===== src/pkg/fcd_map.vh =====
// Command codes, status layout and read mode encodings of the flash command decoder
`ifndef FCD_MAP_VH
`define FCD_MAP_VH

// ------------------------------------------------------------
// Command codes
// ------------------------------------------------------------
`define FCD_CMD_READ_ARRAY   8'hFF
`define FCD_CMD_READ_IDENT   8'h90
`define FCD_CMD_READ_QUERY   8'h98
`define FCD_CMD_READ_STATUS  8'h70
`define FCD_CMD_CLEAR_STATUS 8'h50
`define FCD_CMD_PROG_SETUP   8'h40
`define FCD_CMD_PROG_ALT     8'h10
`define FCD_CMD_BUF_PROG     8'hE8
`define FCD_CMD_FACTORY_PROG 8'h80
`define FCD_CMD_ERASE_SETUP  8'h20
`define FCD_CMD_SUSPEND      8'hB0
`define FCD_CMD_CONFIRM      8'hD0
`define FCD_CMD_LOCK_SETUP   8'h60
`define FCD_CMD_LOCK_BLOCK   8'h01
`define FCD_CMD_LOCK_DOWN    8'h2F
`define FCD_CMD_READ_CFG     8'h03
`define FCD_CMD_OTP_PROG     8'hC0

// ------------------------------------------------------------
// Status value
// ------------------------------------------------------------
`define FCD_STATUS_RESET     8'h80
`define FCD_SR_READY         7
`define FCD_SR_ERASE_SUSP    6
`define FCD_SR_ERASE_ERR     5
`define FCD_SR_PROG_ERR      4
`define FCD_SR_PROG_SUSP     2

// ------------------------------------------------------------
// Read modes
// ------------------------------------------------------------
`define FCD_MODE_ARRAY       2'h0
`define FCD_MODE_STATUS      2'h1
`define FCD_MODE_IDENT       2'h2
`define FCD_MODE_QUERY       2'h3

// ------------------------------------------------------------
// Lock control kinds
// ------------------------------------------------------------
`define FCD_LOCK_LOCK        2'h0
`define FCD_LOCK_UNLOCK      2'h1
`define FCD_LOCK_DOWN        2'h2

// ------------------------------------------------------------
// Write buffer
// ------------------------------------------------------------
`define FCD_BUF_WORDS        32
`define FCD_BUF_AW           5

`endif


===== src/verilog/fcd_buffer_mem.v =====
// Write buffer memory with registered read data
`timescale 1ns/10ps
module fcd_buffer_mem #(
  parameter DW = 16,
  parameter AW = 5
) (
  input  wire          ref_clk_in,
  input  wire          wr_en_in,
  input  wire [AW-1:0] wr_addr_in,
  input  wire [DW-1:0] wr_data_in,
  input  wire [AW-1:0] rd_addr_in,
  output reg  [DW-1:0] rd_data_out
);
  reg [DW-1:0] mem_reg [0:(1<<AW)-1];

  always @(posedge ref_clk_in) begin
    if (wr_en_in) begin
      mem_reg[wr_addr_in] <= wr_data_in;
    end
    rd_data_out <= mem_reg[rd_addr_in];
  end
endmodule // fcd_buffer_mem


===== src/verilog/fcd_command_decoder.v =====
// Command front end of a 16-bit parallel flash: sequence decode, read mode, status, op launch
// Behaviour
// - Every operation starts with a command write decoded here, not stored in the array.
// - Accepted program or erase runs alone until the engine reports done.
// - Active-low reset or suspend command aborts or halts the running operation.
// - 0xFF array read, 0x50 clear errors, 0xB0 suspend, 0xD0 resume.
// - 0x90 selects identifier reads at base plus offset, persisting.
// - 0x98 selects query table reads at base plus offset.
// - 0x70 then a read returns the status value.
// - 0x40 or 0x10 then the data word programs one word.
// - 0xE8, count minus one, up to 32 words, then 0xD0 programs buffer.
// - 0x80 then 0xD0 starts factory programming, then data words stream in through program_word_out, not the buffer.
// - 0x20 then 0xD0 erases the addressed block.
// - 0x60 then 0x01 lock, 0xD0 unlock, 0x2F lock down.
// - 0xC0 then data programs a protection register word.
// - 0xC0 then data at the lock address programs the lock register.
// - 0x60 then 0x03 loads read configuration from address lines.
// - After reset: array read mode, status value 0x80.
// - While an op runs only status read and suspend are accepted, except in factory programming where every write is data.
`timescale 1ns/10ps
`include "fcd_map.vh"
module fcd_command_decoder #(
  parameter AW            = 24,
  parameter DW            = 16,
  parameter [AW-1:0] DEVICE_BASE_ADDR = 24'h000000,
  parameter [AW-1:0] OTP_LOCK_ADDR    = 24'h000080
) (
  input  wire          ref_clk_in,
  input  wire          sys_rst_in,
  input  wire          flash_rst_n_in,
  input  wire          wr_strobe_in,
  input  wire [AW-1:0] wr_addr_in,
  input  wire [DW-1:0] wr_data_in,
  input  wire          rd_strobe_in,
  input  wire [AW-1:0] rd_addr_in,
  input  wire [DW-1:0] array_word_in,
  input  wire [DW-1:0] ident_word_in,
  input  wire [DW-1:0] query_word_in,
  input  wire          op_done_in,
  input  wire          op_err_in,
  input  wire [4:0]    buf_rd_addr_in,
  output wire [DW-1:0] buf_rd_data_out,
  output reg  [DW-1:0] rd_data_out,
  output reg  [AW-1:0] rd_offset_out,
  output reg  [1:0]    read_mode_out,
  output reg  [7:0]    status_value_out,
  output reg  [AW-1:0] target_word_addr_out,
  output reg  [DW-1:0] program_word_out,
  output reg  [4:0]    buf_count_out,
  output reg           prog_start_out,
  output reg           buf_prog_start_out,
  output reg           factory_start_out,
  output reg           factory_word_out,
  output reg           erase_start_out,
  output reg           lock_start_out,
  output reg  [1:0]    lock_kind_out,
  output reg           otp_start_out,
  output reg           otp_is_lock_out,
  output reg           read_cfg_load_out,
  output reg  [15:0]   read_cfg_value_out,
  output reg           suspend_out,
  output reg           resume_out,
  output reg           abort_out,
  output wire          busy_out
);
  // ------------------------------------------------------------
  // Sequence states
  // ------------------------------------------------------------
  localparam [3:0] ST_IDLE     = 4'h0;
  localparam [3:0] ST_PROG     = 4'h1;
  localparam [3:0] ST_ERASE    = 4'h2;
  localparam [3:0] ST_LOCK     = 4'h3;
  localparam [3:0] ST_OTP      = 4'h4;
  localparam [3:0] ST_BUF_CNT  = 4'h5;
  localparam [3:0] ST_BUF_DATA = 4'h6;
  localparam [3:0] ST_BUF_CONF = 4'h7;
  localparam [3:0] ST_FAC_SET  = 4'h8;
  localparam [3:0] ST_FAC_RUN  = 4'h9;

  // ------------------------------------------------------------
  // Reset pin synchroniser
  // ------------------------------------------------------------
  reg       rst_n_meta_reg;
  reg       rst_n_sync_reg;
  always @(posedge ref_clk_in) begin
    rst_n_meta_reg <= flash_rst_n_in;
    rst_n_sync_reg <= rst_n_meta_reg;
  end
  // Pin reset acts like system reset but also aborts any running op
  wire      pin_rst = ~rst_n_sync_reg;
  wire      any_rst = sys_rst_in | pin_rst;

  reg [3:0]    state_reg;
  reg          busy_reg;
  reg          erase_op_reg;
  reg          susp_reg;
  reg [4:0]    buf_idx_reg;
  wire [7:0]   cmd = wr_data_in[7:0];

  assign busy_out = busy_reg;

  // Buffer fills only while collecting buffered words
  wire buf_wr = wr_strobe_in & (state_reg == ST_BUF_DATA);
  fcd_buffer_mem #(.DW(DW), .AW(`FCD_BUF_AW)) u_buf (
    .ref_clk_in (ref_clk_in),
    .wr_en_in   (buf_wr),
    .wr_addr_in (buf_idx_reg),
    .wr_data_in (wr_data_in),
    .rd_addr_in (buf_rd_addr_in),
    .rd_data_out(buf_rd_data_out)
  );

  // ------------------------------------------------------------
  // Read path
  // ------------------------------------------------------------
  always @(posedge ref_clk_in) begin
    if (any_rst) begin
      rd_data_out   <= 16'h0000;
      rd_offset_out <= {AW{1'b0}};
    end else if (rd_strobe_in) begin
      rd_offset_out <= rd_addr_in - DEVICE_BASE_ADDR;
      case (read_mode_out)
        `FCD_MODE_STATUS: rd_data_out <= {8'h00, status_value_out};
        `FCD_MODE_IDENT:  rd_data_out <= ident_word_in;
        `FCD_MODE_QUERY:  rd_data_out <= query_word_in;
        default:          rd_data_out <= array_word_in;
      endcase
    end
  end

  // ------------------------------------------------------------
  // Command sequencer
  // ------------------------------------------------------------
  always @(posedge ref_clk_in) begin
    prog_start_out     <= 1'b0;
    buf_prog_start_out <= 1'b0;
    factory_start_out  <= 1'b0;
    factory_word_out   <= 1'b0;
    erase_start_out    <= 1'b0;
    lock_start_out     <= 1'b0;
    otp_start_out      <= 1'b0;
    read_cfg_load_out  <= 1'b0;
    suspend_out        <= 1'b0;
    resume_out         <= 1'b0;
    abort_out          <= 1'b0;
    if (any_rst) begin
      abort_out            <= pin_rst & busy_reg;
      state_reg            <= ST_IDLE;
      busy_reg             <= 1'b0;
      erase_op_reg         <= 1'b0;
      susp_reg             <= 1'b0;
      buf_idx_reg          <= 5'h00;
      buf_count_out        <= 5'h00;
      read_mode_out        <= `FCD_MODE_ARRAY;
      status_value_out     <= `FCD_STATUS_RESET;
      target_word_addr_out <= {AW{1'b0}};
      program_word_out     <= 16'h0000;
      lock_kind_out        <= `FCD_LOCK_LOCK;
      otp_is_lock_out      <= 1'b0;
      read_cfg_value_out   <= 16'h0000;
    end else begin
      status_value_out[`FCD_SR_READY] <= ~busy_reg | susp_reg;
      // Engine completion; error set placed after clear below so set wins
      if (op_done_in & busy_reg & ~susp_reg) begin
        busy_reg  <= 1'b0;
        state_reg <= ST_IDLE;
      end
      if (wr_strobe_in) begin
        if (busy_reg & ~susp_reg & (state_reg != ST_FAC_RUN)) begin
          // Running op: only status read and suspend get through
          if (cmd == `FCD_CMD_READ_STATUS) begin
            read_mode_out <= `FCD_MODE_STATUS;
          // Suspend racing completion is dropped, else suspend sticks with no op
          end else if ((cmd == `FCD_CMD_SUSPEND) & ~op_done_in) begin
            suspend_out <= 1'b1;
            susp_reg    <= 1'b1;
            if (erase_op_reg) begin
              status_value_out[`FCD_SR_ERASE_SUSP] <= 1'b1;
            end else begin
              status_value_out[`FCD_SR_PROG_SUSP] <= 1'b1;
            end
          end
        end else begin
          case (state_reg)
            ST_IDLE: begin
              target_word_addr_out <= wr_addr_in;
              case (cmd)
                `FCD_CMD_READ_ARRAY:  read_mode_out <= `FCD_MODE_ARRAY;
                `FCD_CMD_READ_IDENT:  read_mode_out <= `FCD_MODE_IDENT;
                `FCD_CMD_READ_QUERY:  read_mode_out <= `FCD_MODE_QUERY;
                `FCD_CMD_READ_STATUS: read_mode_out <= `FCD_MODE_STATUS;
                `FCD_CMD_CLEAR_STATUS: begin
                  status_value_out[`FCD_SR_ERASE_ERR] <= 1'b0;
                  status_value_out[`FCD_SR_PROG_ERR]  <= 1'b0;
                end
                `FCD_CMD_CONFIRM: begin
                  if (susp_reg) begin
                    resume_out <= 1'b1;
                    susp_reg   <= 1'b0;
                    read_mode_out <= `FCD_MODE_STATUS;
                    status_value_out[`FCD_SR_ERASE_SUSP] <= 1'b0;
                    status_value_out[`FCD_SR_PROG_SUSP]  <= 1'b0;
                  end
                end
                `FCD_CMD_PROG_SETUP, `FCD_CMD_PROG_ALT: begin
                  if (!susp_reg) state_reg <= ST_PROG;
                end
                `FCD_CMD_BUF_PROG: begin
                  if (!susp_reg) state_reg <= ST_BUF_CNT;
                end
                `FCD_CMD_FACTORY_PROG: begin
                  if (!susp_reg) state_reg <= ST_FAC_SET;
                end
                `FCD_CMD_ERASE_SETUP: begin
                  if (!susp_reg) state_reg <= ST_ERASE;
                end
                `FCD_CMD_LOCK_SETUP: begin
                  if (!susp_reg) state_reg <= ST_LOCK;
                end
                `FCD_CMD_OTP_PROG: begin
                  if (!susp_reg) state_reg <= ST_OTP;
                end
                default: ;
              endcase
            end
            ST_PROG: begin
              target_word_addr_out <= wr_addr_in;
              program_word_out     <= wr_data_in;
              prog_start_out       <= 1'b1;
              busy_reg             <= 1'b1;
              erase_op_reg         <= 1'b0;
              read_mode_out        <= `FCD_MODE_STATUS;
              state_reg            <= ST_IDLE;
            end
            ST_ERASE: begin
              read_mode_out <= `FCD_MODE_STATUS;
              state_reg     <= ST_IDLE;
              if (cmd == `FCD_CMD_CONFIRM) begin
                erase_start_out <= 1'b1;
                busy_reg        <= 1'b1;
                erase_op_reg    <= 1'b1;
              end else begin
                status_value_out[`FCD_SR_ERASE_ERR] <= 1'b1;
                status_value_out[`FCD_SR_PROG_ERR]  <= 1'b1;
              end
            end
            ST_LOCK: begin
              state_reg <= ST_IDLE;
              case (cmd)
                `FCD_CMD_LOCK_BLOCK: begin
                  lock_kind_out  <= `FCD_LOCK_LOCK;
                  lock_start_out <= 1'b1;
                end
                `FCD_CMD_CONFIRM: begin
                  lock_kind_out  <= `FCD_LOCK_UNLOCK;
                  lock_start_out <= 1'b1;
                end
                `FCD_CMD_LOCK_DOWN: begin
                  lock_kind_out  <= `FCD_LOCK_DOWN;
                  lock_start_out <= 1'b1;
                end
                `FCD_CMD_READ_CFG: begin
                  read_cfg_value_out <= wr_addr_in[15:0];
                  read_cfg_load_out  <= 1'b1;
                end
                default: begin
                  read_mode_out <= `FCD_MODE_STATUS;
                  status_value_out[`FCD_SR_ERASE_ERR] <= 1'b1;
                  status_value_out[`FCD_SR_PROG_ERR]  <= 1'b1;
                end
              endcase
            end
            ST_OTP: begin
              target_word_addr_out <= wr_addr_in;
              program_word_out     <= wr_data_in;
              otp_is_lock_out      <= (wr_addr_in == OTP_LOCK_ADDR);
              otp_start_out        <= 1'b1;
              busy_reg             <= 1'b1;
              erase_op_reg         <= 1'b0;
              read_mode_out        <= `FCD_MODE_STATUS;
              state_reg            <= ST_IDLE;
            end
            ST_BUF_CNT: begin
              buf_idx_reg <= 5'h00;
              read_mode_out <= `FCD_MODE_STATUS;
              // Count word above the buffer size minus one cannot be honoured
              if (wr_data_in > (`FCD_BUF_WORDS - 1)) begin
                status_value_out[`FCD_SR_ERASE_ERR] <= 1'b1;
                status_value_out[`FCD_SR_PROG_ERR]  <= 1'b1;
                state_reg <= ST_IDLE;
              end else begin
                buf_count_out <= wr_data_in[4:0];
                state_reg     <= ST_BUF_DATA;
              end
            end
            ST_BUF_DATA: begin
              buf_idx_reg <= buf_idx_reg + 5'h01;
              if (buf_idx_reg == buf_count_out) begin
                state_reg <= ST_BUF_CONF;
              end
            end
            ST_BUF_CONF: begin
              state_reg <= ST_IDLE;
              if (cmd == `FCD_CMD_CONFIRM) begin
                buf_prog_start_out <= 1'b1;
                busy_reg           <= 1'b1;
                erase_op_reg       <= 1'b0;
              end else begin
                status_value_out[`FCD_SR_ERASE_ERR] <= 1'b1;
                status_value_out[`FCD_SR_PROG_ERR]  <= 1'b1;
              end
            end
            ST_FAC_SET: begin
              read_mode_out <= `FCD_MODE_STATUS;
              if (cmd == `FCD_CMD_CONFIRM) begin
                factory_start_out <= 1'b1;
                busy_reg          <= 1'b1;
                erase_op_reg      <= 1'b0;
                state_reg         <= ST_FAC_RUN;
              end else begin
                status_value_out[`FCD_SR_ERASE_ERR] <= 1'b1;
                status_value_out[`FCD_SR_PROG_ERR]  <= 1'b1;
                state_reg <= ST_IDLE;
              end
            end
            ST_FAC_RUN: begin
              // Every write is a data word; engine ends the run with done
              program_word_out <= wr_data_in;
              factory_word_out <= 1'b1;
            end
            default: state_reg <= ST_IDLE;
          endcase
        end
      end
      if (op_err_in & busy_reg) begin
        if (erase_op_reg) begin
          status_value_out[`FCD_SR_ERASE_ERR] <= 1'b1;
        end else begin
          status_value_out[`FCD_SR_PROG_ERR] <= 1'b1;
        end
      end
    end
  end
endmodule // fcd_command_decoder


===== config.mk =====
export PLATFORM = sky130hd
export DESIGN_NAME = fcd_command_decoder
export DESIGN_NICKNAME = d
export VERILOG_FILES = /design/src/verilog/fcd_buffer_mem.v /design/src/verilog/fcd_command_decoder.v
export VERILOG_INCLUDE_DIRS = /design/src /design/src/pkg
export SDC_FILE = /design/constraint.sdc
export NUM_CORES = 1
export LEC_CHECK = 0
export BUFFER_PORTS_ARGS = -buffer_cell sky130_fd_sc_hd__buf_2
export CORE_MARGIN = 8
export CORE_UTILIZATION = 35
export CTS_BUF_LIST = sky130_fd_sc_hd__clkbuf_8
export DETAILED_ROUTE_END_ITERATION = 7
export HOLD_SLACK_MARGIN = 0.12
export PLACE_DENSITY = 0.49
export SYNTH_ARGS = -nofsm -noshare
export SYNTH_HDL_FRONTEND = slang
export SYNTH_SLANG_ARGS = --single-unit

===== constraint.sdc =====
create_clock -name ref_clk_in -period 7.4 [get_ports ref_clk_in]
set_input_delay 1.48 -clock ref_clk_in [delete_from_list [all_inputs] [get_ports ref_clk_in]]
set_output_delay 1.48 -clock ref_clk_in [all_outputs]
set_load 0.01 [all_outputs]

### Word-level counts from Yosys, hierarchy flattened

Memories as Yosys holds them, arrays and structs flattened. A register that Yosys moved wholly into a read port is not among the register bits.
Cells that the tools add are included.

* add/subtract/negate cells: 1
* $lt $le $gt $ge: 1
* equality and inequality tests: 42
* mux-type cells: 66
* bitwise operators: 23
* reductions and logical operators: 36

Operators with widths (count)
* 8-bit equality test (second input constant): 8
* 16-bit case mux with 3 select lines: 1
* 4-bit 2-to-1 mux: 11
* 1-bit 2-to-1 mux: 33
* 8-bit by 7-bit equality test with 1-bit output (second input constant): 4
* 24-bit by 8-bit equality test with 1-bit output (second input constant): 1
* 4-bit case mux with 6 select lines: 1
* 4-bit OR reduction: 6
* 2-bit 2-to-1 mux: 11
* 4-bit case mux with 5 select lines: 1
* 4-bit by 3-bit equality test with 1-bit output (second input constant): 4
* 8-bit by 6-bit equality test with 1-bit output (second input constant): 2
* 16-bit by 5-bit greater-than comparator with 1-bit output (second input constant): 1
* 3-bit OR reduction: 5
* 7-bit AND reduction: 2
* 1-bit inverter: 13
* 2-bit case mux with 3 select lines: 2
* 3-bit AND reduction: 4
* 4-bit AND reduction: 3
* 2-bit case mux with 5 select lines: 1
* 5-bit case mux with 2 select lines: 1
* 5-bit AND reduction: 2
* 5-bit OR reduction: 2
* 1-bit AND: 8
* 26 further kinds: 42

* register bits: 136
* RAM bits: 512
* input bits: 124
* output and inout port bits: 142
* logic and storage cells: 200
* memories: 1

Memories
* u_buf.mem_reg: words 32, width 16, rd ports 1, clocked after memory_dff 1, write ports 1, RTL line fcd_buffer_mem.v:14 `reg [DW-1:0] mem_reg [0:(1<<AW)-1];`

### Longest topological paths before layout

* word-level depth: 8
* mapped depth: 8
* depth with buffers taken out: 5

### Cells and area by module

From an unflattened synthesis, not the netlist that was laid out.

* cell total of the unflattened synthesis: 1838
* area total of the unflattened synthesis: 26529.2 um^2

By module, submodules not included
* fcd_buffer_mem: instances 1, cells an instance 1143, area each 20534.7 um^2
* fcd_command_decoder: instances 1, cells an instance 695, area each 5994.5 um^2

### Worst setup path after synthesis

No wires, ideal clock.

* path type: input to register
* from: in buf_rd_addr_in[1]
* to: reg u_buf.rd_data_out[0], read port of u_buf.mem_reg
* library setup time: 0.121 ns
* arrival time: 3.199 ns
* data required time: 7.279 ns
* path slack: 4.080 ns
* stages on the path: 5
* path through: clkbuf_1 > buf_1 > mux4_2 > mux4_2 > mux2_2

RTL lines
* from (decl): RTL line fcd_command_decoder.v:41 `input wire [4:0] buf_rd_addr_in,`
* to (decl): RTL line fcd_buffer_mem.v:12 `output reg [DW-1:0] rd_data_out`

==> impl_metrics.prom <==
# TYPE chip_impl_metric gauge
chip_impl_info{name="outcome",value="finished clean"} 1
chip_impl_metric{name="post_cts.resized_instances",unit=""} 0
chip_impl_metric{name="worst-path-max-fanout",unit=""} 76
chip_impl_info{name="synthTopCellsByCount",value="512 x edfxtp_1, 165 x mux4_2, 152 x dfxtp_1"} 1
chip_impl_metric{name="fillerInstances",unit=""} 6703
chip_impl_metric{name="first_global_vias",unit=""} 15709
chip_impl_info{name="timing.hold.worst.class",value="reg -> reg"} 1
chip_impl_metric{name="worst-r2r-cell-count",unit=""} 5
chip_impl_info{name="rsz0062_at_grt",value="false"} 1
chip_impl_metric{name="worst_clock_skew",unit="ps"} 40.00
chip_impl_metric{name="grt-ovfl-total",unit=""} 0
chip_impl_metric{name="detailedRoute.firstPassIterationCount",unit=""} 5
chip_impl_metric{name="cts_htree_levels",unit=""} 3
chip_impl_metric{name="num_vias",unit=""} 14742
chip_impl_metric{name="drive_gt1_share",unit="%"} 35.88
chip_impl_metric{name="drcViolationCount",unit=""} 0
chip_impl_info{name="timing.critical_path.cells",value="clkbuf_8, buf_4, mux4_2, mux4_2, mux2_2"} 1
chip_impl_metric{name="setup.reg_to_reg.worst_slack",unit="ps"} 4040
chip_impl_metric{name="async_flop_share",unit="%"} 0
chip_impl_metric{name="synth_edf_count",unit=""} 512
chip_impl_info{name="cts-root-buf",value="clkbuf_8"} 1
chip_impl_metric{name="finalNetCount",unit=""} 1930
chip_impl_metric{name="timing.max_slew.rel_slack",unit="%"} 16.45
chip_impl_info{name="setup.worst_path.end",value="u_buf.rd_data_out[12]$_DFF_P_"} 1
chip_impl_metric{name="hold_buffers",unit=""} 0
chip_impl_metric{name="post-cts-setup-buffer-count",unit=""} 0
chip_impl_metric{name="sequential_cell_area",unit="sq um"} 18420
chip_impl_metric{name="initial_utilization",unit="%"} 35.13
chip_impl_metric{name="post_synth.cell_area_avg",unit="sq um"} 17.60
chip_impl_metric{name="synthDominantCellAreaShare",unit="%"} 59.18
chip_impl_metric{name="worst_slew_pin_slew",unit="ps"} 1253
chip_impl_metric{name="max_cap_viol_count",unit=""} 0
chip_impl_metric{name="wirelength",unit="um"} 72590
chip_impl_metric{name="detail_route.vias_per_cell",unit=""} 5.138
chip_impl_metric{name="max_clock_freq",unit="MHz"} 269.6
chip_impl_metric{name="largest_register_ffs",unit=""} 512
chip_impl_metric{name="leakagePower",unit="nW"} 10.88
chip_impl_info{name="tritoncts",value="yes"} 1
chip_impl_info{name="reg2reg_start",value="state_reg[1]$_SDFF_PP0_"} 1
chip_impl_metric{name="multiInputGateArea",unit="sq um"} 7259
chip_impl_info{name="end_kind",value="flip-flop"} 1
chip_impl_metric{name="dp_hpwl",unit="um"} 42790
chip_impl_info{name="post-synth-top-area-cell",value="edfxtp_1"} 1
chip_impl_metric{name="drt_first_iter_violations",unit=""} 1240
chip_impl_info{name="synth_top_area_cells",value="edfxtp_1 59%, mux4_2 14%, dfxtp_1 12%"} 1
chip_impl_metric{name="cp.depth",unit=""} 5
chip_impl_info{name="crit-reg2reg-capture",value="u_buf.mem_reg[29][8]$_DFFE_PP_"} 1
chip_impl_metric{name="worst_ep_arrival_time",unit="ps"} 4310
chip_impl_metric{name="postSynthCellCount",unit=""} 1476
chip_impl_metric{name="cts_made_buffers",unit=""} 110
chip_impl_info{name="synth-main-ff-cell",value="edfxtp_1"} 1
chip_impl_metric{name="final-hold-violation-count",unit=""} 0
chip_impl_metric{name="clock_sinks",unit=""} 664
chip_impl_metric{name="die_area",unit="sq um"} 83200
chip_impl_info{name="critical-path-top-delay-family",value="multiplexers"} 1
chip_impl_metric{name="dieHeight",unit="um"} 288.4
chip_impl_info{name="cp_slowest_cell",value="clkbuf_8"} 1
chip_impl_metric{name="synth-warning-count",unit=""} 0
chip_impl_metric{name="placed_area",unit="sq um"} 28570
chip_impl_metric{name="report.power.total",unit="mW"} 7.493
chip_impl_metric{name="clock_insertion_delay_at_the_later_pin_of_the_skew_report",unit="ps"} 720
chip_impl_info{name="cp-startpoint",value="buf_rd_addr_in[0]"} 1
chip_impl_metric{name="peak_per_stage_delay_on_the_critical_path",unit="ps"} 700
chip_impl_info{name="critPathMostFrequentCell",value="mux4_2"} 1
chip_impl_metric{name="shortest_clock_period_the_worst_path_allows_after_layout",unit="ps"} 3709
chip_impl_metric{name="number_of_antenna_violations_at_the_first_check_in_global_routing",unit=""} 5
chip_impl_metric{name="grt_start_max_net_pins",unit=""} 77
chip_impl_metric{name="ant_nets",unit=""} 0
chip_impl_metric{name="die-width",unit="um"} 288.4
chip_impl_metric{name="synth_seq_cells",unit=""} 664
chip_impl_metric{name="rows",unit=""} 100
chip_impl_info{name="synthMostInstantiatedCell",value="edfxtp_1"} 1
chip_impl_metric{name="layout-area-overhead-vs-synth",unit="%"} 18.02
chip_impl_metric{name="route.detailed.wl_per_inst",unit="um"} 25.30
chip_impl_metric{name="layout.core_utilization",unit="%"} 41.46
chip_impl_metric{name="setup_total_negative_slack",unit="ps"} 0
chip_impl_info{name="crit_path_start_kind",value="input port"} 1
chip_impl_metric{name="design_area",unit="sq um"} 30660
chip_impl_metric{name="setup_viol",unit=""} 0
chip_impl_info{name="critical_path_class",value="in -> reg"} 1
chip_impl_metric{name="place.gp.congestion",unit=""} 0.8344
chip_impl_metric{name="power_density",unit="nW/um^2"} 244.4
chip_impl_metric{name="synthesis.area",unit="sq um"} 25980
chip_impl_metric{name="design.portCount",unit=""} 266
chip_impl_metric{name="synth_cell_type_count",unit=""} 63
chip_impl_metric{name="grt_util_all_layers",unit="%"} 17.33
chip_impl_metric{name="core_box_area",unit="sq um"} 73950
chip_impl_metric{name="timing.critical_path.buf_inv",unit=""} 2
chip_impl_metric{name="global_route_wire_length_before_repair",unit="um"} 106000
chip_impl_metric{name="port_buffers",unit=""} 262
chip_impl_metric{name="cp.required",unit="ps"} 8000
chip_impl_metric{name="synth_seq_area_share",unit="%"} 70.90
chip_impl_metric{name="post-route-period-util",unit="%"} 50.12
chip_impl_metric{name="final_max_slew_viol_count",unit=""} 0
chip_impl_metric{name="vdd_ir_drop_max",unit="mV"} 0.1209
chip_impl_metric{name="clk_pin_slew_worst_paths",unit="ps"} 60
chip_impl_metric{name="clock_tree.buffer_depth",unit=""} 3
[cell type report]
cell class	instances	share of cell area (%)
sequential	664	60.07
clock buffer	117	5.252
clock inverter	91	1.539
tap	969	3.954
timing repair buffer	307	5.415
multi-input combinational	713	23.68
antenna	2	0.01632
inverter	6	0.07346
[cell usage in the layout, fill, tap and decap left out, types with 5 or more instances in the layout]
cell      count
a211oi_1     12
o21ai_0       8
nand3_1      13
and3_1        6
nand3b_1      7
a22oi_1      14
dfxtp_1     152
inv_1        47
buf_2       260
mux2i_1      69
mux2_2       27
nor2b_1      10
a21oi_1      40
nor4_1       11
clkinv_1     27
clkbuf_8    118
nand4_1       8
nor2_4        9
nor3_1        9
clkinv_2     14
mux4_2      165
xor2_1        7
edfxtp_1    512
nand2_1      75
xnor2_1       5
nor2_1      118
or3_1         6
nor2_2       20
buf_4        46
[cells by family after synthesis]
logic type	share of synthesized area [%]
fa+ha+maj	0.2312
other cells	0.01443
flops	70.90
xor+xnor	0.4046
mux	18.13
compound gates	2.712
simple gates	5.938
buf+inv	1.671
[worst min-delay path by stage]
stage	from	end	slack, ps	cells after the start
after floorplan	rst_n_meta_reg$_DFF_P_	rst_n_sync_reg$_DFF_P_	310	0
after global placement	rst_n_meta_reg$_DFF_P_	rst_n_sync_reg$_DFF_P_	310	0
after detailed placement	rst_n_meta_reg$_DFF_P_	rst_n_sync_reg$_DFF_P_	310	0
after CTS	rst_n_meta_reg$_DFF_P_	rst_n_sync_reg$_DFF_P_	350	0
after global routing	rst_n_meta_reg$_DFF_P_	rst_n_sync_reg$_DFF_P_	350	0
final	rst_n_meta_reg$_DFF_P_	rst_n_sync_reg$_DFF_P_	340	0
[metrics by stage]
stage	cells	setup slack, ps	hold WS, ps
final	2869	3691	339.6
after global routing	2868	3502	348.8
after CTS	2867	3651	345.8
after detailed placement	2659	2869	312.8
after global placement	2659	2873	313.8
after floorplan	1478	4080	309.6
[routing by layer]
layer  track usage [%]  routed length, um  up-vias
li1                  -                  -     6518
met1             22.94              31180     7600
met2             28.08              34580      517
met3             4.538               5384      101
met4             4.916               1404        6
met5                 0                 37        -
[power by group]
group / internal [mW] / total [mW] / switching, mW / leakage [nW]
Sequential: 4.03 / 4.05 / 0.0181 / 5.84
Clock: 1.57 / 3.05 / 1.48 / 1.22
Combinational: 0.166 / 0.389 / 0.223 / 3.81
Note: power is estimated with default switching activity, not from simulation.
